## config.mk

```make
export PLATFORM = sky130hd
export DESIGN_NAME = psl_top
export DESIGN_NICKNAME = d
export VERILOG_FILES = /design/src/design/psl_pkg.sv /design/src/design/psl_top.sv /design/src/design/psl_fifo.sv
export VERILOG_INCLUDE_DIRS = /design/src /design/src/design
export SDC_FILE = /design/constraint.sdc
export NUM_CORES = 2
export LEC_CHECK = 0
export BUFFER_PORTS_ARGS = -buffer_cell sky130_fd_sc_hd__buf_2
export CAP_MARGIN = 20
export CORE_ASPECT_RATIO = 1.5
export CORE_UTILIZATION = 57
export DETAILED_ROUTE_END_ITERATION = 10
export PLACE_DENSITY = 0.76
export RECOVER_POWER = 25
export SETUP_SLACK_MARGIN = 0.3
export SLEW_MARGIN = 10
export SYNTH_ARGS = -nofsm -noshare
export SYNTH_HDL_FRONTEND = slang
export SYNTH_SLANG_ARGS = --single-unit
```

## constraint.sdc

```tcl
create_clock -name clk -period 3.1 [get_ports clk]
set_clock_uncertainty 0.2 [all_clocks]
set_input_delay 0.775 -clock clk [delete_from_list [all_inputs] [get_ports clk]]
set_output_delay 0.775 -clock clk [all_outputs]
set_load 0.02 [all_outputs]
```

## src/design/psl_cfg.svh

```systemverilog
// constants for the pixel serdes link: widths, framing, lock and stagger timing
//
// What this block does
// a high scramble bypass turns off the extra pseudo-random coding on each end for the older generation.
// with bypass low on both ends the serializer scrambles and the deserializer descrambles.
// the serializer carries 24 parallel bits per pixel clock over one serial link.
// clock is embedded in the serial frames and the deserializer recovers it without a reference clock.
// the deserializer watches the embedded clock marks and drives lock high once locked.
// the host maps six red, six green, six blue, the syncs, display enable and three spares onto the 24 lanes.
// the host supplies a pixel clock between 5 and 43 MHz.
// with tx edge select high the inputs are captured on the rising pixel clock edge.
// with rx edge select high the outputs are set up to be strobed on the rising recovered clock edge.
// the host holds the serial output enable high when it does not control it.
// the host holds the parallel output enable high when it does not control it.
// host outputs drive the active-low power-down inputs of both ends.
// staggered output select delays the output banks against each other.
// after live insertion the deserializer locks to arbitrary data with no training sequence.
// the link carries display formats up to 1280 by 480 at eighteen-bit colour.
// fixed stagger splits the outputs into three bytes, the first two link periods and the others one from the clock.
`ifndef PSL_CFG_SVH
`define PSL_CFG_SVH

`define PSL_WORD_BITS 24
`define PSL_SYM_BITS 2
`define PSL_FRAME_BITS 28
`define PSL_FRAME_SYMS 14
`define PSL_FIFO_DEPTH 32
`define PSL_LOCK_FRAMES 3'h4
`define PSL_UI_CYCLES 4'h1
`define PSL_STAG_G1 (4'h2 * `PSL_UI_CYCLES)
`define PSL_STAG_G23 (4'h1 * `PSL_UI_CYCLES)
`define PSL_RXCLK_RISE 4'h5
`define PSL_AGE_MAX 4'hf
`define PSL_LAST_SYM 4'hd

`endif

```

## src/design/psl_pkg.sv

```systemverilog
// types for the pixel serdes link
`include "psl_cfg.svh"
package psl_pkg;

   typedef struct packed {
      logic pclk;
      logic [`PSL_WORD_BITS-1:0] pdata;
      logic tx_edge;
      logic tx_en;
      logic tx_pd_n;
      logic tx_byp;
      logic [`PSL_SYM_BITS-1:0] ser_in;
      logic rx_edge;
      logic rx_en;
      logic rx_pd_n;
      logic rx_byp;
      logic stag;
   } psl_pins_t;

   typedef struct packed {
      psl_pins_t pin1;
      psl_pins_t pin2;
      logic pclk_d;
      logic tx_active;
      logic tx_overrun;
      logic [`PSL_FRAME_BITS-1:0] tx_shift;
      logic [3:0] tx_sym;
      logic [`PSL_WORD_BITS-1:0] tx_prev;
      logic [`PSL_SYM_BITS-1:0] tx_out;
      logic [`PSL_FRAME_BITS-1:0] rx_shift;
      logic [3:0] rx_phase;
      logic [2:0] rx_good;
      logic rx_lock;
      logic [`PSL_WORD_BITS-1:0] rx_prev;
      logic [`PSL_WORD_BITS-1:0] rx_word;
      logic [`PSL_WORD_BITS-1:0] rx_out;
      logic [3:0] rx_age;
      logic rx_clk;
   } psl_state_t;

endpackage

```

## src/design/psl_top.sv

```systemverilog
// serializer and deserializer control and data path of the pixel serdes link
`timescale 1ns/1ns
module psl_top
   import psl_pkg::*;
(
   input wire logic clk,
   input wire logic reset,
   input wire logic tx_pixel_clock,
   input wire logic [`PSL_WORD_BITS-1:0] tx_pixel_data,
   input wire logic tx_edge_select,
   input wire logic tx_serial_out_enable,
   input wire logic tx_powerdown_n,
   input wire logic tx_scramble_bypass,
   output logic [`PSL_SYM_BITS-1:0] tx_serial_out,
   output logic tx_serial_oe,
   output logic tx_overrun,
   input wire logic [`PSL_SYM_BITS-1:0] rx_serial_in,
   input wire logic rx_edge_select,
   input wire logic rx_parallel_out_enable,
   input wire logic rx_powerdown_n,
   input wire logic rx_scramble_bypass,
   input wire logic staggered_output_select,
   output logic [`PSL_WORD_BITS-1:0] rx_parallel_out,
   output logic rx_pixel_clock_out,
   output logic rx_out_oe,
   output logic rx_lock,
   output logic rx_lock_oe
);

   psl_state_t s_r;
   psl_state_t s_nxt;
   psl_pins_t pins;

   logic fifo_reset;
   logic cap_valid;
   logic cap_ready;
   logic [`PSL_WORD_BITS-1:0] cap_data;
   logic pop_valid;
   logic pop_ready;
   logic [`PSL_WORD_BITS-1:0] pop_data;

   // self-synchronising mixer: the far end needs only the last received word,
   // so no training or seed exchange is needed to come into step
   function automatic logic [`PSL_WORD_BITS-1:0] psl_mix(input logic [`PSL_WORD_BITS-1:0] p);
      psl_mix = {p[22:0], p[23] ^ p[22] ^ p[21] ^ p[16]};
   endfunction

   ////////////////////////////////////////////////////////////////
   // pin inputs
   always_comb begin
      pins.pclk = tx_pixel_clock;
      pins.pdata = tx_pixel_data;
      pins.tx_edge = tx_edge_select;
      pins.tx_en = tx_serial_out_enable;
      pins.tx_pd_n = tx_powerdown_n;
      pins.tx_byp = tx_scramble_bypass;
      pins.ser_in = rx_serial_in;
      pins.rx_edge = rx_edge_select;
      pins.rx_en = rx_parallel_out_enable;
      pins.rx_pd_n = rx_powerdown_n;
      pins.rx_byp = rx_scramble_bypass;
      pins.stag = staggered_output_select;
   end

   ////////////////////////////////////////////////////////////////
   // capture buffer between the pixel clock side and the serializer
   assign fifo_reset = reset || !s_r.pin2.tx_pd_n;
   assign pop_ready = s_r.tx_active && (s_r.tx_sym == `PSL_LAST_SYM);

   psl_fifo #(
      .WIDTH(`PSL_WORD_BITS),
      .DEPTH(`PSL_FIFO_DEPTH)
   ) u_fifo (
      .clk(clk),
      .reset(fifo_reset),
      .in_valid(cap_valid),
      .in_ready(cap_ready),
      .in_data(cap_data),
      .out_valid(pop_valid),
      .out_ready(pop_ready),
      .out_data(pop_data)
   );

   ////////////////////////////////////////////////////////////////
   // next state
   always_comb begin
      logic p2_rise;
      logic p2_fall;
      logic tx_load;
      logic [`PSL_WORD_BITS-1:0] tx_word;
      logic [`PSL_WORD_BITS-1:0] tx_scr;
      logic [`PSL_FRAME_BITS-1:0] rx_frame;
      logic rx_ok;
      logic [`PSL_WORD_BITS-1:0] rx_data;
      logic [3:0] g1_at;
      logic [3:0] g23_at;

      p2_rise = 1'b0;
      p2_fall = 1'b0;
      tx_load = 1'b0;
      tx_word = '0;
      tx_scr = '0;
      rx_frame = '0;
      rx_ok = 1'b0;
      rx_data = '0;
      g1_at = 4'h0;
      g23_at = 4'h0;

      s_nxt = s_r;
      s_nxt.pin1 = pins;
      s_nxt.pin2 = s_r.pin1;
      s_nxt.pclk_d = s_r.pin2.pclk;

      // ---------------- serializer ----------------
      p2_rise = s_r.pin2.pclk && !s_r.pclk_d;
      p2_fall = !s_r.pin2.pclk && s_r.pclk_d;
      // capture edge select
      cap_valid = s_r.pin2.tx_pd_n && (s_r.pin2.tx_edge ? p2_rise : p2_fall);
      // no line length counted
      // one 24-bit word per pixel clock
      cap_data = s_r.pin2.pdata;

      if (!s_r.pin2.tx_pd_n) begin
         s_nxt.tx_active = 1'b0;
         s_nxt.tx_overrun = 1'b0;
         s_nxt.tx_sym = 4'h0;
         s_nxt.tx_shift = '0;
         s_nxt.tx_prev = '0;
         s_nxt.tx_out = '0;
      end else begin
         // the pixel clock must have ticked before the line is driven
         if (cap_valid) begin
            s_nxt.tx_active = 1'b1;
         end
         // a word lost to a full buffer is flagged, never silent
         if (cap_valid && !cap_ready) begin
            s_nxt.tx_overrun = 1'b1;
         end
         if (s_r.tx_active) begin
            tx_load = (s_r.tx_sym == `PSL_LAST_SYM);
            s_nxt.tx_sym = tx_load ? 4'h0 : s_r.tx_sym + 4'h1;
            s_nxt.tx_out = s_r.tx_shift[`PSL_FRAME_BITS-1 -: `PSL_SYM_BITS];
            if (tx_load) begin
               tx_word = pop_valid ? pop_data : '0;
               // bypass sends the word plain
               // otherwise scramble against the last sent word
               tx_scr = s_r.pin2.tx_byp ? tx_word : (tx_word ^ psl_mix(s_r.tx_prev));
               s_nxt.tx_prev = tx_scr;
               // start one and stop zeros embed the clock in each frame
               s_nxt.tx_shift = {1'b1, pop_valid, tx_scr, 2'b00};
            end else begin
               s_nxt.tx_shift = {s_r.tx_shift[`PSL_FRAME_BITS-`PSL_SYM_BITS-1:0], {`PSL_SYM_BITS{1'b0}}};
            end
         end
      end

      // ---------------- deserializer ----------------
      rx_frame = {s_r.rx_shift[`PSL_FRAME_BITS-`PSL_SYM_BITS-1:0], s_r.pin2.ser_in};
      g1_at = s_r.pin2.stag ? `PSL_STAG_G1 : 4'h0;
      g23_at = s_r.pin2.stag ? `PSL_STAG_G23 : 4'h0;

      if (!s_r.pin2.rx_pd_n) begin
         s_nxt.rx_shift = '0;
         s_nxt.rx_phase = 4'h0;
         s_nxt.rx_good = 3'h0;
         s_nxt.rx_lock = 1'b0;
         s_nxt.rx_prev = '0;
         s_nxt.rx_age = `PSL_AGE_MAX;
      end else begin
         s_nxt.rx_shift = rx_frame;
         if (s_r.rx_age != `PSL_AGE_MAX) begin
            s_nxt.rx_age = s_r.rx_age + 4'h1;
         end
         if (s_r.rx_phase != `PSL_LAST_SYM) begin
            s_nxt.rx_phase = s_r.rx_phase + 4'h1;
         end else begin
            // recover framing from the embedded start and stop marks
            rx_ok = rx_frame[`PSL_FRAME_BITS-1] && (rx_frame[1:0] == 2'b00);
            if (rx_ok) begin
               s_nxt.rx_phase = 4'h0;
               if (s_r.rx_good != `PSL_LOCK_FRAMES) begin
                  s_nxt.rx_good = s_r.rx_good + 3'h1;
               end
               // lock after enough good marks in a row
               // any live data locks, no training pattern needed
               s_nxt.rx_lock = (s_nxt.rx_good == `PSL_LOCK_FRAMES);
               // bypass takes the word plain
               // otherwise descramble against the last received word
               rx_data = s_r.pin2.rx_byp ? rx_frame[25:2] : (rx_frame[25:2] ^ psl_mix(s_r.rx_prev));
               s_nxt.rx_prev = rx_frame[25:2];
               if (s_nxt.rx_lock && rx_frame[26]) begin
                  s_nxt.rx_word = rx_data;
                  s_nxt.rx_age = 4'h0;
               end
            end else begin
               // holding the phase slips the frame by one symbol; random
               // data may alias a mark, so lock needs several in a row
               s_nxt.rx_good = 3'h0;
               s_nxt.rx_lock = 1'b0;
            end
         end
      end

      // banks update apart to spread output switching
      // first byte two link periods late, the others one
      if (s_r.rx_age == g1_at) begin
         s_nxt.rx_out[7:0] = s_r.rx_word[7:0];
      end
      if (s_r.rx_age == g23_at) begin
         s_nxt.rx_out[23:8] = s_r.rx_word[23:8];
      end
      // edge high puts the rising clock edge after all banks settle
      s_nxt.rx_clk = s_r.pin2.rx_edge ? (s_r.rx_age >= `PSL_RXCLK_RISE) : (s_r.rx_age < `PSL_RXCLK_RISE);
   end

   always_ff @(posedge clk) begin
      if (reset) begin
         s_r <= '0;
         s_r.rx_age <= `PSL_AGE_MAX;
      end else begin
         s_r <= s_nxt;
      end
   end

   ////////////////////////////////////////////////////////////////
   // outputs and enables
   assign tx_serial_out = s_r.tx_out;
   assign tx_serial_oe = s_r.pin2.tx_pd_n && s_r.pin2.tx_en && s_r.tx_active;
   assign tx_overrun = s_r.tx_overrun;
   assign rx_parallel_out = s_r.rx_out;
   assign rx_pixel_clock_out = s_r.rx_clk;
   // parallel outputs float unless powered, enabled and locked
   assign rx_out_oe = s_r.pin2.rx_pd_n && s_r.pin2.rx_en && s_r.rx_lock;
   assign rx_lock = s_r.rx_lock;
   assign rx_lock_oe = s_r.pin2.rx_pd_n;
endmodule

```

## src/design/psl_fifo.sv

```systemverilog
// parameterised fifo with registered read data
`timescale 1ns/1ns
module psl_fifo
   import psl_pkg::*;
#(
   parameter int WIDTH = 24,
   parameter int DEPTH = 32
) (
   input wire logic clk,
   input wire logic reset,
   input wire logic in_valid,
   output logic in_ready,
   input wire logic [WIDTH-1:0] in_data,
   output logic out_valid,
   input wire logic out_ready,
   output logic [WIDTH-1:0] out_data
);
   localparam int AW = $clog2(DEPTH);

   typedef struct packed {
      logic [DEPTH-1:0][WIDTH-1:0] mem;
      logic [AW-1:0] wp;
      logic [AW-1:0] rp;
      logic [AW:0] cnt;
      logic ov;
      logic [WIDTH-1:0] od;
   } psl_fifo_st_t;

   psl_fifo_st_t s_r;
   psl_fifo_st_t s_nxt;
   logic push;
   logic pop;

   ////////////////////////////////////////////////////////////////
   // full is honest: the output stage is not counted as free room
   assign in_ready = (s_r.cnt < (AW+1)'(DEPTH));
   assign out_valid = s_r.ov;
   assign out_data = s_r.od;

   always_comb begin
      s_nxt = s_r;
      push = in_valid && in_ready;
      pop = (s_r.cnt != '0) && (!s_r.ov || out_ready);
      if (push) begin
         s_nxt.mem[s_r.wp] = in_data;
         s_nxt.wp = s_r.wp + 1'b1;
      end
      if (pop) begin
         s_nxt.od = s_r.mem[s_r.rp];
         s_nxt.rp = s_r.rp + 1'b1;
         s_nxt.ov = 1'b1;
      end else if (out_ready) begin
         s_nxt.ov = 1'b0;
      end
      if (push && !pop) begin
         s_nxt.cnt = s_r.cnt + 1'b1;
      end else if (pop && !push) begin
         s_nxt.cnt = s_r.cnt - 1'b1;
      end
   end

   always_ff @(posedge clk) begin
      if (reset) begin
         s_r <= '0;
      end else begin
         s_r <= s_nxt;
      end
   end
endmodule

```

# Word level (Yosys, flattened, before mapping)
# Cells that the tools add are included.
[totals] out_inout_bits=32 elab_cells=174 ff_bits=1053 input_bits=38
[op_classes] n_mux=29 eq_ne=7 order_cmp=6 reduce_logical=35 n_addsub=8 n_bitwise=11
[op_table] operator="bitwise mux 768 bit" count=1
[op_table] operator="binary-select mux 24 bit (select 5 bit)" count=1
[op_table] operator="demux 24 bit (select 5 bit)" count=1
[op_table] operator="two-way mux 24 bit" count=5
[op_table] operator="XOR 24 bit" count=2
[op_table] operator="two-way mux 4 bit" count=8
[op_table] operator="two-way mux 28 bit" count=1
[op_table] operator="logical AND 1 bit" count=16
[op_table] operator="adder 4 x 1 -> 4 bit, second input constant" count=3
[op_table] operator="less-than comparator 5 x 6 -> 1 bit, second input constant" count=2
[op_table] operator="two-way mux 3 bit" count=4
[op_table] operator="two-way mux 6 bit" count=2
[op_table] operator="adder 5 x 1 -> 5 bit, second input constant" count=2
[op_table] operator="!= test 4 bit, second input constant" count=2
[op_table] operator="logical NOT 1 bit" count=7
[op_table] operator="adder 6 x 1 -> 6 bit, second input constant" count=1
[op_table] operator="less-than comparator 6 bit, second input constant" count=1
[op_table] operator="nonzero test 2 bit" count=3
[op_table] operator="nonzero test 6 bit" count=1
[op_table] operator="subtractor 6 x 1 -> 6 bit, second input constant" count=1
[op_table] operator="XOR 1 bit" count=6
[op_table] operator=">= comparator 5 x 1 -> 1 bit, second input constant" count=1
[op_table] operator="two-way mux 1 bit" count=5
[op_table] operator="== test 4 x 1 -> 1 bit" count=1
[op_table] operator="other kinds (14)" count=19

# Depth between registers and ports, before layout
[logic_depth] depth_word=10 mapped_depth=12 ltp_nobuf=11

# By module
# Synthesis repeated with hierarchy kept, for this count alone.
[hier_totals] hier_cells=5216 hier_area_um2=43664.4
[by_module_without_submodules] mod="psl_fifo" area_each_um2=34324.2 cells_per_inst=4210 seq_area_each_um2=16195.5 n_inst=1
[by_module_without_submodules] mod="psl_top" area_each_um2=9340.2 cells_per_inst=1006 seq_area_each_um2=4844.6 n_inst=1

# Worst setup path after synthesis
# OpenSTA, ideal clock, no wires.
[synth_timing] kind="reg-to-reg" start="register s_r[184] in the netlist's numbering" end="register u_fifo.s_r[29] in the netlist's numbering" required_time_ns=2.830 setup_slack_ns=0.067 period_less_slack_ns=3.033 t_arrival_ns=2.762 n_path_buf=0 path_stages_with_launch=11 setup_ns=0.070 cell_sequence="dfxtp_1 or3b_2 a21boi_1 ha_1 inv_1 ha_1 nor2b_1 o21a_1 o21ai_0 or3b_2 a21oi_1"
[synth_via] elab_chain_len=6 word_cells_on_any_way=8 cone_classes="mux (2); reduce/logical (6)"
[synth_rtl] item="from (decl)" line_no="psl_top.sv:30" text="psl_state_t s_r;"
[synth_rtl] item="from (signal assigned)" line_no="psl_top.sv:221" text="s_r <= s_nxt;"
[synth_rtl] item="two-way mux 1 bit (*)" line_no="psl_top.sv:118" text="cap_valid = s_r.pin2.tx_pd_n && (s_r.pin2.tx_edge ? p2_rise : p2_fall);"
[synth_rtl] item="logical AND 1 bit (*)" line_no="psl_top.sv:118"
[synth_rtl] item="logical AND 1 bit (*)" line_no="psl_fifo.sv:42" text="push = in_valid && in_ready;"
[synth_rtl] item="via u_fifo.push" line_no="psl_fifo.sv:31" text="logic push;"
[synth_rtl] item="logical NOT 1 bit" line_no="psl_fifo.sv:57" text="end else if (pop && !push) begin"
[synth_rtl] item="logical AND 1 bit" line_no="psl_fifo.sv:57"
[synth_rtl] item="nonzero test 2 bit (no source line)"
[synth_rtl] item="to (signal assigned)" line_no="psl_fifo.sv:66" text="s_r <= s_nxt;"
[synth_rtl] item="to (decl)" line_no="psl_fifo.sv:29" text="psl_fifo_st_t s_r;"
# Mark *: on every way through the listed nets, which the timed path passes. The rest lies on a longest branch.
# A chain may end at the register's enable or synchronous reset.

# Worst setup path in the final report
[layout_timing] start="input reset" end="register u_fifo.s_r[409] in the netlist's numbering"
[layout_via] elab_chain_len=1
[layout_rtl] item="from (decl)" line_no="psl_top.sv:7" text="input wire logic reset,"
[layout_rtl] item="logical OR 1 bit" line_no="psl_top.sv:67" text="assign fifo_reset = reset || !s_r.pin2.tx_pd_n;"
# Every way passes these cells.

==> out/metrics.cfg <==
[run_status]
outcome=complete, but fails checks
violations=max-capacitance violations, max-slew violations

[die]
start_util_pct=57.6
rows=123
fp.dieH_um=339
dieArea_sq_mm=0.0769
die_w_um=227
core_area_sq_mm=0.0749
io_pins=70

[critical_path]
rr_endpoint=u_fifo.s_r[29]
ff2ff_setup_slack_ps=380
critPathRequiredTime_ps=3420
worstPathArrival_ps=3260
r2r_start=s_r[184]
start_kind=input port
cp-end-kind=flip-flop
cp_max_fo=53
worstRegToRegCells=10
path_class=input port to flip-flop

[timing]
rsz0062_at_grt=false
finalCriticalPeriod_ps=2940
hold_viol=0
setup_ws_ps=165
slew_violations=33
max_freq_ghz=0.341
fin_setup_tns_ps=0
relSlewSlack_pct=-9.71
fin_crit_sh_pct=94.7
tightest_slew_ps=1650
setup_viol=0

[drt]
viasPerCell=5.94
drc=0
vias=36100
first_pass_iters=6
detail_route.wirelength_um=128000
drtIter0Drc=3363
ant_nets=0
route.met2.wl_um=62200
routed.top_layer=met5
wl_met1_um=45100
wl_per_cell_um=21.1
route.met3.wl_um=10500

[layout]
n_antenna_cell=0
area_delta_synth_final_pct=11.3
layout-drive-gt1-share_pct=12.1
multiInputGateArea_sq_mm=0.0202
final_nets=5052
final_area_sq_mm=0.0481
regArea_sq_mm=0.0211
n_fill_cell=6130

[synthesis]
synth_cell_types=59
ys_ff_latch=1051
synth_area_leaders=dfxtp_1 49%, nand2_1 15%, a21oi_1 10%
synth_ff_type=dfxtp_1
synthCells=5077
seq_area_frac_synth_pct=48.7
synth_top_area_cell=dfxtp_1
avgSynthCellArea_sq_um=8.51
yosys_warnings=0
synth_edf_count=0
synth_top_area_share_pct=48.7
syn_area_sq_mm=0.0432
async_flop_share_pct=0
syn_nets=5131

[power_and_ir_drop]
ir_drop_mv=0.693
seqPwrFrac_pct=51.5
p_total_mw=26.3
pwr-share-comb_pct=1.7
p_sw_mw=5.58
power_density_mw_per_mm2=548
internal-power_mw=20.8
swShare_pct=21.2
leakage_nw=14.6
power.share.clock_pct=46.8

[clock_network]
cts_tree=done
cts_inserted_buffers=94
clkSlewWorstSetupHoldPaths_ps=70
cts.path.max_buffers=3
postCtsHoldBufs=0
clockRootBuffer=clkbuf_16
cts_max_level=3
cts_sinks=1051
insertion_delay_ps=670

[hold_path]
hold_end=s_nxt[183]
hold_class=input port to flip-flop
hold_depth=2
min-delay-start=tx_serial_out_enable

[grt]
grt_remaining_overflow=0
grtUsageTotal_pct=33.3
grt_pass1_wl_um=198000
grt_max_degree=71
grt_pass1_vias=35100
antenna_found_initial=1

[placement]
place_congestion=0.930
place_ws_ps=230
post_dp_cell_area_sq_mm=0.0448
numPortBuffers=69
dp_hpwl_um=81100

[run]
maxCapViolCount=1

## worst max-delay path, cell delays in order
cell	delay, ps
clkbuf_1	730
nand2b_2	710
buf_12	290
clkbuf_4	560
a21oi_1	100
## placed cells by master, fill, tap and decap left out, drive strengths merged, types with 25 or more instances in the layout
cell type / synthesis / layout
mux4: 145 / 145
nor2b: 126 / 126
and2: 28 / 28
dfxtp: 1051 / 1051
xnor2: 61 / 61
nor2: 118 / 118
buf: 206 / 238
a22o: 46 / 46
mux2i: 122 / 122
a21oi: 885 / 885
a31oi: 25 / 25
clkbuf: 248 / 170
a211oi: 26 / 26
nand2: 1753 / 1753
a22oi: 26 / 26
## cell usage after synthesis, drive strengths merged, types with 5 or more instances
cell type and number:
o211ai 6, nand3 13, a22o 46, inv 17, a211oi 26, a22oi 26
a21oi 885, mux4 145, nor2 118, buf 206, o21ai 14, nand3b 5
ha 15, a2111oi 24, o211a 5, clkbuf 248, o221ai 24, nor3 6
dfxtp 1051, nand2 1753, mux2i 122, xnor2 61, nor2b 126, and2 28
nor3b 6, a31oi 25, o22ai 23, xor2 8
## worst max path at each step
stage	start	to	slack [ps]
after global routing	reset	u_fifo.s_r[404]	160
after global placement	u_fifo.s_r[26]	u_fifo.s_r[29]	140
after detailed placement	u_fifo.s_r[26]	u_fifo.s_r[29]	230
after floorplan	s_r[172]	u_fifo.s_r[29]	300
final	reset	u_fifo.s_r[409]	160
after CTS	s_r[184]	u_fifo.s_r[29]	300
## final cells by class
cell class / instances / share of cell area, %
sequential: 1051 / 43.8
clock inverter: 41 / 1.08
tap: 1000 / 2.60
clock buffer: 129 / 5.72
inverter: 18 / 0.141
multi-input combinational: 3554 / 42.0
timing repair buffer: 279 / 4.62
## per-stage QoR
step / cells / util (%) / hold WS, ps
2_1_floorplan: 5077 / - / 214
3_3_place_gp: 5896 / 59.8 / 217
3_5_place_dp: 5896 / 59.8 / 221
4_1_cts: 6068 / 64.2 / 96.3
5_1_grt: 6072 / 64.1 / 122
6_report: 6072 / 64.1 / 118
## layer usage
layer | track usage (%) | vias to the layer above
met4 | 25.1 | 2
met5 | 0 | -
met1 | 37.9 | 17300
li1 | - | 16800
met2 | 55.7 | 1617
met3 | 5.29 | 385
## registers in the layout, summed over array words and instances (netlist names)
signal	count
u_fifo.s_r	784
s_r	151
s_nxt	37
cap_data	24
rx_parallel_out	24
u_fifo.out_data	24
tx_serial_out	2
rx_lock	1
rx_lock_oe	1
rx_pixel_clock_out	1
tx_overrun	1
u_fifo.out_valid	1
## cells by family after synthesis
family          synth area share, %
flops                          48.7
mux                            10.4
buf+inv                        4.83
fa+ha+maj                     0.481
simple gates                   19.4
compound gates                 14.8
xor+xnor                       1.40
## power by group through the flow
stage / Combinational (mW) / Clock [mW] / Sequential, mW
3_3_place_gp: 0.438 / 0 / 13.9
6_report: 0.447 / 12.3 / 13.6
3_5_place_dp: 0.439 / 0 / 13.9
2_1_floorplan: 0.240 / 0 / 13.9
5_1_grt: 0.463 / 13.0 / 13.6
4_1_cts: 0.441 / 12.4 / 13.6
## repair_timing
item | 4_1_cts | 5_1_grt
buffers inserted | 2 | 4
resized for setup | 2 | 11
setup endpoints to repair | 1 | 20
pin swaps | 2 | 6
Power figures use the tool's default switching activity.
